File: config.mk
export PLATFORM = sky130hd
export DESIGN_NAME = rsss_front_end_flat
export DESIGN_NICKNAME = d
export VERILOG_FILES = /design/src/include/rsss_pkg.sv /design/src/include/rsss_link_if.sv /design/src/rsss_front_end.sv /design/src/rsss_sync.sv /design/src/flat_wrapper.sv
export SDC_FILE = /design/constraint.sdc
export NUM_CORES = 1
export LEC_CHECK = 0
export BUFFER_PORTS_ARGS = -buffer_cell sky130_fd_sc_hd__buf_2
export CAP_MARGIN = 10
export CORE_ASPECT_RATIO = 0.5
export CORE_UTILIZATION = 56
export CTS_BUF_LIST = sky130_fd_sc_hd__clkbuf_8
export CTS_CLUSTER_DIAMETER = 200
export CTS_CLUSTER_SIZE = 25
export DETAILED_ROUTE_END_ITERATION = 10
export PLACE_DENSITY = 0.79
export SYNTH_ARGS = -nofsm -noshare
export SYNTH_HDL_FRONTEND = slang
export SYNTH_SLANG_ARGS = --single-unit
File: constraint.sdc
create_clock -name core_clk -period 2.05 [get_ports core_clk]
set_input_delay 0.205 -clock core_clk [delete_from_list [all_inputs] [get_ports core_clk]]
set_output_delay 0.205 -clock core_clk [all_outputs]
set_load 0.03 [all_outputs]
File: src/include/rsss_pkg.sv
// package: range codes, switch patterns, multiplexer codes and timing for the range/slope sequencer
package rsss_pkg;

  // range selection codes
  typedef enum logic [2:0] {
    RANGE_100MV,
    RANGE_1V,
    RANGE_10V,
    RANGE_100V,
    RANGE_1000V
  } rsss_range_type;

  // function selection
  typedef enum logic [1:0] {
    FUNC_DC,
    FUNC_OTHER
  } rsss_func_type;

  // switch pattern bit positions
  localparam int SW_HIGH_GAIN = 0;
  localparam int SW_ATTEN_OUT = 1;
  localparam int SW_DIRECT    = 2;
  localparam int SW_UNITY     = 3;
  localparam int SW_LOW_GAIN  = 4;
  localparam int SW_PROTECT   = 5;
  localparam int SW_WIDTH     = 6;

  // switch patterns {protect, low, unity, direct, atten, high}
  localparam logic [5:0] PAT_100MV = 6'h25;
  localparam logic [5:0] PAT_1V    = 6'h34;
  localparam logic [5:0] PAT_10V   = 6'h2A;
  localparam logic [5:0] PAT_100V  = 6'h14;
  localparam logic [5:0] PAT_1000V = 6'h0A;
  localparam logic [5:0] PAT_RESET = 6'h0A;

  // multiplexer select codes {a,b,c}
  localparam logic [2:0] MUX_RESET    = 3'h7;
  localparam logic [2:0] MUX_SIGNAL   = 3'h6;
  localparam logic [2:0] MUX_BIAS_POS = 3'h3;
  localparam logic [2:0] MUX_BIAS_NEG = 3'h2;
  localparam logic [2:0] MUX_REF1_NEG = 3'h5;
  localparam logic [2:0] MUX_REF1_POS = 3'h4;
  localparam logic [2:0] MUX_REF2_NEG = 3'h1;
  localparam logic [2:0] MUX_REF2_POS = 3'h0;

  // bias code width and reset value
  localparam int         BIAS_WIDTH = 8;
  localparam logic [7:0] BIAS_RESET = 8'h00;

  // phase lengths in cycles of core_clk
  localparam int PHASE_CYCLES_DEFAULT = 16;
  localparam int PHASE_CNT_WIDTH      = 16;

endpackage

File: src/include/rsss_link_if.sv
// interface: isolated lines between host controller and front-end sequencer
`timescale 1ns/1ps
interface rsss_link_if;
  logic [2:0] range_code;    // host range selection
  logic       range_load;    // pulse: take range/function/filter/test
  logic       func_dc;       // DC function selected
  logic       filter_sel;    // filter option
  logic       test_sel;      // self-test selected
  logic [7:0] bias_data;     // bias-compensation code
  logic       bias_load;     // pulse: latch bias code
  logic [2:0] mux_sel;       // multiplexer select lines a,b,c

  modport host (
    output range_code, range_load, func_dc, filter_sel, test_sel,
    output bias_data, bias_load, mux_sel
  );
  modport device (
    input range_code, range_load, func_dc, filter_sel, test_sel,
    input bias_data, bias_load, mux_sel
  );
endinterface

File: src/rsss_front_end.sv
// module: front-end switch decoder, bias latches and multiplexer follower
`timescale 1ns/1ps
module rsss_front_end
  import rsss_pkg::*;
(
  // clock and reset
  input  wire logic                 core_clk,
  input  wire logic                 reset_n,
  // link from host
  rsss_link_if.device               link,
  // analog switches and relays
  output logic                      high_gain_feedback_tap,
  output logic                      attenuated_output_switch,
  output logic                      direct_output_switch,
  output logic                      unity_feedback_switch,
  output logic                      low_gain_feedback_tap,
  output logic                      input_protect_relay,
  output logic                      filter_relay,
  output logic                      test_inject_switch,
  output logic                      bootstrap_inverter_driver,
  // bias ladder and multiplexer
  output logic [rsss_pkg::BIAS_WIDTH-1:0] binary_ladder,
  output logic [2:0]                input_multiplexer
);
  import rsss_pkg::*;

  // synchronised copies of the host lines
  logic [2:0]  s_range;
  logic        s_dc;
  logic        s_filter;
  logic        s_test;
  logic [7:0]  s_bias;
  logic [2:0]  s_mux;
  logic [2:0]  s_mux_n;
  logic        s_rload;
  logic        s_bload;

  // strobe edges and the request that waits for the reset code
  logic        rload_d;
  logic        bload_d;
  logic        rload_rise;
  logic        bload_rise;
  logic        take_range;
  logic        take_bias;
  logic        pend_valid;
  logic [2:0]  pend_range;
  logic        pend_dc;
  logic        pend_filter;
  logic        pend_test;
  logic        mux_at_reset;
  logic        apply_now;

  // range decode, switch pattern and bias latches
  logic        sel_100mv;
  logic        sel_1v;
  logic        sel_10v;
  logic        sel_100v;
  logic [5:0]  range_pattern;
  logic [5:0]  test_pattern;
  logic [5:0]  next_pattern;
  logic [5:0]  pattern;
  logic [3:0]  bias_code_latch_low;
  logic [3:0]  bias_code_latch_high;

  // --------------------------------------------------------------
  // isolated lines enter through two flops each
  // --------------------------------------------------------------
  // the select lines pass inverted: the flops clear to zero, and the
  // multiplexer must see the reset code, not a reference code, after reset
  rsss_sync #(.WIDTH(19)) u_sync (
    .core_clk (core_clk),
    .reset_n  (reset_n),
    .async_in ({link.range_code, link.func_dc, link.filter_sel, link.test_sel,
                link.bias_data, ~link.mux_sel, link.range_load, link.bias_load}),
    .sync_out ({s_range, s_dc, s_filter, s_test, s_bias, s_mux_n, s_rload, s_bload})
  );
  assign s_mux = ~s_mux_n;

  // load strobes are edges so a stretched pulse acts once; the lines that a
  // strobe qualifies are taken a cycle after its edge, since each line has
  // its own flops and may resolve a cycle after the strobe does
  assign rload_rise   = s_rload & ~rload_d;
  assign bload_rise   = s_bload & ~bload_d;
  assign mux_at_reset = (s_mux == MUX_RESET);
  assign apply_now    = pend_valid & mux_at_reset;

  // --------------------------------------------------------------
  // range decode
  // --------------------------------------------------------------
  // one select per range below 1000V; 1000V and any code outside the table select none
  assign sel_100mv = (pend_range == RANGE_100MV);
  assign sel_1v    = (pend_range == RANGE_1V);
  assign sel_10v   = (pend_range == RANGE_10V);
  assign sel_100v  = (pend_range == RANGE_100V);

  // the top two ranges reuse the 1V and 10V amplifier settings with the
  // relay released; an unknown code falls to 1000V, the safest setting
  assign range_pattern = sel_100mv ? PAT_100MV :
                         sel_1v    ? PAT_1V    :
                         sel_10v   ? PAT_10V   :
                         sel_100v  ? PAT_100V  :
                                     PAT_1000V;

  // self-test drops the protect relay, the top bit, so the attenuator sits
  // across the input while the amplifier keeps the chosen range's setting
  assign test_pattern = {1'b0, range_pattern[SW_PROTECT-1:0]};
  assign next_pattern = pend_test ? test_pattern : range_pattern;

  // --------------------------------------------------------------
  // capture request, apply only at multiplexer reset
  // --------------------------------------------------------------
  always_ff @(posedge core_clk) begin
    if (!reset_n) begin
      rload_d     <= 1'b0;
      bload_d     <= 1'b0;
      take_range  <= 1'b0;
      take_bias   <= 1'b0;
      pend_valid  <= 1'b0;
      pend_range  <= RANGE_1000V;
      pend_dc     <= 1'b1;
      pend_filter <= 1'b0;
      pend_test   <= 1'b0;
    end else begin
      rload_d    <= s_rload;
      bload_d    <= s_bload;
      take_range <= rload_rise;
      take_bias  <= bload_rise;
      // a new request wins over the clear, so none is ever dropped
      if (take_range) begin
        pend_valid  <= 1'b1;
        pend_range  <= s_range;
        pend_dc     <= s_dc;
        pend_filter <= s_filter;
        pend_test   <= s_test;
      end else if (apply_now) begin
        pend_valid <= 1'b0;
      end
    end
  end

  // switch outputs held through a conversion; reset lands on 1000V DC,
  // so an unconfigured input always sees the attenuator first
  always_ff @(posedge core_clk) begin
    if (!reset_n) begin
      pattern                   <= PAT_1000V;
      filter_relay              <= 1'b0;
      test_inject_switch        <= 1'b0;
      bootstrap_inverter_driver <= 1'b1;
    end else if (apply_now) begin
      pattern                   <= next_pattern;
      filter_relay              <= pend_filter | pend_test;
      test_inject_switch        <= pend_test;
      bootstrap_inverter_driver <= pend_dc;
    end
  end

  // each switch and the protect relay is one bit of the held pattern
  assign high_gain_feedback_tap   = pattern[SW_HIGH_GAIN];
  assign attenuated_output_switch = pattern[SW_ATTEN_OUT];
  assign direct_output_switch     = pattern[SW_DIRECT];
  assign unity_feedback_switch    = pattern[SW_UNITY];
  assign low_gain_feedback_tap    = pattern[SW_LOW_GAIN];
  assign input_protect_relay      = pattern[SW_PROTECT];

  // --------------------------------------------------------------
  // bias-compensation latches, two nibbles feeding the ladder
  // --------------------------------------------------------------
  always_ff @(posedge core_clk) begin
    if (!reset_n) begin
      bias_code_latch_low  <= BIAS_RESET[3:0];
      bias_code_latch_high <= BIAS_RESET[7:4];
    end else if (take_bias) begin
      bias_code_latch_low  <= s_bias[3:0];
      bias_code_latch_high <= s_bias[7:4];
    end
  end

  // the high latch carries the upper nibble of the ladder code
  assign binary_ladder = {bias_code_latch_high, bias_code_latch_low};

  // multiplexer follows host lines; reset code on reset
  // each code reaches the multiplexer three cycles after the host sets it,
  // so the host must keep every phase longer than that
  always_ff @(posedge core_clk) begin
    if (!reset_n) begin
      input_multiplexer <= MUX_RESET;
    end else begin
      input_multiplexer <= s_mux;
    end
  end
endmodule

File: src/rsss_sync.sv
// module: two-flop synchroniser for a bus of isolated lines
`timescale 1ns/1ps
module rsss_sync #(
  parameter int WIDTH = 1
) (
  // clock and reset
  input  wire logic             core_clk,
  input  wire logic             reset_n,
  // lines
  input  wire logic [WIDTH-1:0] async_in,
  output logic      [WIDTH-1:0] sync_out
);
  logic [WIDTH-1:0] stage1;

  // first stage read only by the second
  always_ff @(posedge core_clk) begin
    if (!reset_n) begin
      stage1   <= '0;
      sync_out <= '0;
    end else begin
      stage1   <= async_in;
      sync_out <= stage1;
    end
  end
endmodule

File: src/flat_wrapper.sv
// flat-port wrapper written by rule: the top's interface ports become plain ports
module rsss_front_end_flat import rsss_pkg::*;
  (core_clk, reset_n, high_gain_feedback_tap, attenuated_output_switch, direct_output_switch, unity_feedback_switch, low_gain_feedback_tap, input_protect_relay, filter_relay, test_inject_switch, bootstrap_inverter_driver, binary_ladder, input_multiplexer, link_range_code, link_range_load, link_func_dc, link_filter_sel, link_test_sel, link_bias_data, link_bias_load, link_mux_sel);
  rsss_link_if link_i ();
  input  wire logic core_clk;
  input  wire logic reset_n;
  output logic high_gain_feedback_tap;
  output logic attenuated_output_switch;
  output logic direct_output_switch;
  output logic unity_feedback_switch;
  output logic low_gain_feedback_tap;
  output logic input_protect_relay;
  output logic filter_relay;
  output logic test_inject_switch;
  output logic bootstrap_inverter_driver;
  output logic [rsss_pkg::BIAS_WIDTH-1:0] binary_ladder;
  output logic [2:0] input_multiplexer;
  input wire logic [$bits(link_i.range_code)-1:0] link_range_code;
  input wire logic [$bits(link_i.range_load)-1:0] link_range_load;
  input wire logic [$bits(link_i.func_dc)-1:0] link_func_dc;
  input wire logic [$bits(link_i.filter_sel)-1:0] link_filter_sel;
  input wire logic [$bits(link_i.test_sel)-1:0] link_test_sel;
  input wire logic [$bits(link_i.bias_data)-1:0] link_bias_data;
  input wire logic [$bits(link_i.bias_load)-1:0] link_bias_load;
  input wire logic [$bits(link_i.mux_sel)-1:0] link_mux_sel;
  assign link_i.range_code = link_range_code;
  assign link_i.range_load = link_range_load;
  assign link_i.func_dc = link_func_dc;
  assign link_i.filter_sel = link_filter_sel;
  assign link_i.test_sel = link_test_sel;
  assign link_i.bias_data = link_bias_data;
  assign link_i.bias_load = link_bias_load;
  assign link_i.mux_sel = link_mux_sel;
  rsss_front_end u_core (.core_clk(core_clk), .reset_n(reset_n), .link(link_i), .high_gain_feedback_tap(high_gain_feedback_tap), .attenuated_output_switch(attenuated_output_switch), .direct_output_switch(direct_output_switch), .unity_feedback_switch(unity_feedback_switch), .low_gain_feedback_tap(low_gain_feedback_tap), .input_protect_relay(input_protect_relay), .filter_relay(filter_relay), .test_inject_switch(test_inject_switch), .bootstrap_inverter_driver(bootstrap_inverter_driver), .binary_ladder(binary_ladder), .input_multiplexer(input_multiplexer));
endmodule
==> metrics.md <==
| Metric | Value |
|---|---|
| First-pass iteration count of the detailed router | `4` |
| Min setup slack post-route | `~0.33 ns` |
| Sw Pwr | `between 400 and 500 uW` |
| Routed Antenna Nets | `0` |
| WL/cell | `~10 um` |
| HP Class | `in2reg` |
| Core area | `between 3000 and 4000 sq um` |
| Commonest non-fill, non-tap cell in the layout | `dfxtp_1` |
| Clk slew on worst S/H paths | `approximately 0.07 ns` |
| Worst relative slew slack | `roughly two thirds` |
| Top Family by Delay on Critical Path | `simple AND/OR/NAND/NOR gates` |
| Hold_buf cts | `0` |
| Post-DP HPWL | `1830 um` |
| Post-synthesis register bit count | `approximately 70` |
| Global-route wire length before repair | `4420 um` |
| Kind of critical path | `reg2reg` |
| Arrival time at the worst endpoint | `1.98 ns` |
| Req. time, crit path | `roughly 2.3 ns` |
| Sw Share | `20.7%` |
| CTS sink count | `68` |
| Mapped Area | `a little over 2000 sq um` |
| Die W | `roughly 88 um` |
| Die ar. | `a little under 4000 sq um` |
| Cell variety after synth | `23` |
| Clock Path Buffers | `2` |
| Fin area | `2470 sq um` |
| Post-Syn Nets | `around 200` |
| Initial antenna violation count | `0` |
| CTS Root Cell | `clkbuf_8` |
| Crit end category | `flip-flop` |
| Grt ovf | `0` |
| Post-route setup TNS | `0 ns` |
| Final period utilization | `between 80 and 90%` |
| Count of final setup violators | `0` |
| Leak | `a little over 1 nW` |
| Iter 0 DRT Violations | `40` |
| PD cells | `932 nW/um^2` |
| YS warnings | `0` |
| Seq/Total Area, Yosys | `about two thirds` |
| Hold depth | `2` |
| CTS H-tree depth | `3` |
| Row cnt | `15` |
| Critical path peak fanout | `9` |
| RR Endpoint | `u_core.pattern[0]$_SDFFE_PN0P_` |
| Crit-path cells | `or4b_1, or4_1, a21boi_1` |
| CTS buffer count | `9` |
| Slew Viols, Final | `0` |
| Clock share of power | `a little over a third` |
| Ports | `41` |
| DIE HEIGHT | `45.1 um` |
| Initial Utilization | `a little under 60%` |
| Sequential Power Share | `60.0%` |
| DRC viols | `0` |
| Status | `finished clean` |
| Vias | `about 1300` |
| CTS tree | `yes` |
| Crit Reg-Reg Startpoint | `u_core.u_sync.sync_out[2]$_SDFF_PN0_` |
| Worst Max-Slew Pin Slew | `approximately 0.48 ns` |
| Hold Fails Final Rpt | `0` |
| Port Buffer Count | `40` |
| Final RePlAce weighted congestion | `~0.76` |
| Postcts setup bufs | `0` |
| Worst reg2reg setup slack | `about 0.33 ns` |
| Fmax achieved | `a little under 600 MHz` |
| Later-pin clock latency in the skew report | `0.32 ns` |
| Ant. Diodes | `0` |
| Crit path time final | `about 1.7 ns` |
| Max incr delay on CP | `a little under 0.7 ns` |
| Post-layout net count | `245` |
| All-Layer GR Usage | `around 16%` |
| Max Clock Skew | `approximately 0.0047 ns` |
| Worst Hold End | `u_core.u_sync.stage1[2]$_SDFF_PN0_` |
| Max Cap Viol | `0` |
| Slowest-stage cell, CP | `or4b_1` |
| Int Pwr | `1.82 mW` |
| Cells on worst reg2reg path | `3` |
| Final hold slack | `roughly 0.036 ns` |
| Vias in the first global route | `between 1000 and 1500` |
| Pre-CTS setup slack | `approximately 0.35 ns` |
| Area grow syn2layout | `18.8%` |
| Syn Inst Count | `around 180` |
| RSZ-0062 raised after global routing | `no` |
| Placed cell areas | `roughly 2300 sq um` |
| Finished Core Util | `70.7%` |
| Layout cells sized above 1 | `between 20% and 30%` |
| Critical path launch point type | `flip-flop` |
| Most frequent cells in the layout | `68 x dfxtp_1, 40 x buf_2, 37 x and2_1, 18 x nor2b_1, 14 x mux2i_1` |
| Vias per inst | `4.51` |
| Final WL | `around 2800 um` |
| Largest net degree at the start of global routing | `32` |
| Layout fillers | `approximately 290` |
| Crit path buffers/inverters | `0` |
| Worst IR Drop VDD | `just under 0.0005 V` |
| Mean post-synth cell area | `between 10 and 15 sq um` |
| Power share of the combinational group | `3.7%` |
| Worst hold start | `link_mux_sel[0]` |
| Post_cts resized | `0` |
## cells in the mapped netlist
cell / count / area share [%]
nand2_1: 13 / 2.3
and2_0: 1 / 0.30
buf_4: 1 / 0.36
a21boi_0: 3 / 1.1
nor3b_1: 1 / 0.36
buf_2: 1 / 0.24
nor2_1: 2 / 0.36
mux2i_1: 14 / 6.7
nor3_1: 2 / 0.48
o31a_1: 1 / 0.42
o21a_1: 2 / 0.72
a211oi_1: 1 / 0.36
nor4b_1: 1 / 0.42
dfxtp_1: 68 / 66
nand3_1: 1 / 0.24
or4b_1: 1 / 0.48
and2_1: 37 / 11
nor2b_1: 18 / 5.4
o21ai_0: 1 / 0.24
nand3b_1: 1 / 0.36
or4_1: 1 / 0.36
a21boi_1: 1 / 0.36
clkbuf_1: 9 / 1.6
## per-layer routing
metal	vias to the layer above	track usage (%)	part of all wire (%)
li1	662	-	-
met1	558	16.8	48
met2	33	26.2	45
met3	4	8.23	5.8
met4	0	9.68	1.3
met5	-	0	0
## area by class of cell
| cell class | instances | area [sq um] | share of cell area (%) |
|---|---|---|---|
| Clock buffer | 9 | 124 | 5.02 |
| Clock inverter | 6 | 26.3 | 1.06 |
| Multi-Input combinational cell | 102 | 669 | 27.1 |
| Sequential cell | 68 | 1360 | 55.2 |
| Tap cell | 51 | 63.8 | 2.59 |
| Timing Repair Buffer | 43 | 223 | 9.03 |
## how the worst max path moves through the flow
stage,slack (ns),cells after the start,startpoint,endpoint
6_report,0.33,3,u_core.u_sync.sync_out[2]$_SDFF_PN0_,u_core.pattern[0]$_SDFFE_PN0P_
3_5_place_dp,0.35,3,u_core.u_sync.sync_out[2]$_SDFF_PN0_,u_core.pattern[0]$_SDFFE_PN0P_
3_3_place_gp,0.44,3,u_core.u_sync.sync_out[2]$_SDFF_PN0_,u_core.pattern[0]$_SDFFE_PN0P_
5_1_grt,0.25,3,u_core.u_sync.sync_out[2]$_SDFF_PN0_,u_core.pattern[0]$_SDFFE_PN0P_
4_1_cts,0.32,3,u_core.u_sync.sync_out[2]$_SDFF_PN0_,u_core.pattern[0]$_SDFFE_PN0P_
2_1_floorplan,0.50,4,u_core.u_sync.sync_out[2]$_SDFF_PN0_,u_core.pattern[0]$_SDFFE_PN0P_
## sequential cells by signal (all words and copies together), names as in the netlist, 3 cells and up
signal / cells
u_core.u_sync.stage1: 19
u_core.u_sync.sync_out: 19
u_core.pattern: 5
u_core.bias_code_latch_high: 4
u_core.bias_code_latch_low: 4
u_core.input_multiplexer: 3
u_core.pend_range: 3
## metrics by stage
| step | instances | power (mW) |
|---|---|---|
| floorplan | 181 | 1.46 |
| global placement | 264 | 1.49 |
| detailed placement | 264 | 1.50 |
| CTS | 279 | 2.33 |
| global route | 279 | 2.39 |
| finish | 279 | 2.30 |
## cells by family (layout without fill, tap and decap cells)
kind of cell           Yosys count  in the layout  share of synthesized area, %
AND/OR/NAND/NOR                 79             79                          22.3
flip-flops                      68             68                          65.5
multiplexers                    14             14                          6.75
buffers and inverters           11             58                          2.23
AO/OA/AOI/OAI                    9              9                          3.19
## power groups by stage
| stage | sequential, mW | combinational, mW | clock, mW |
|---|---|---|---|
| CTS | 1.38 | 0.0870 | 0.858 |
| detailed placement | 1.41 | 0.0865 | 0 |
| floorplan | 1.41 | 0.0528 | 0 |
| global route | 1.38 | 0.0947 | 0.914 |
| global placement | 1.41 | 0.0843 | 0 |
| finish | 1.38 | 0.0853 | 0.834 |
(Power assumes the default switching activity.)
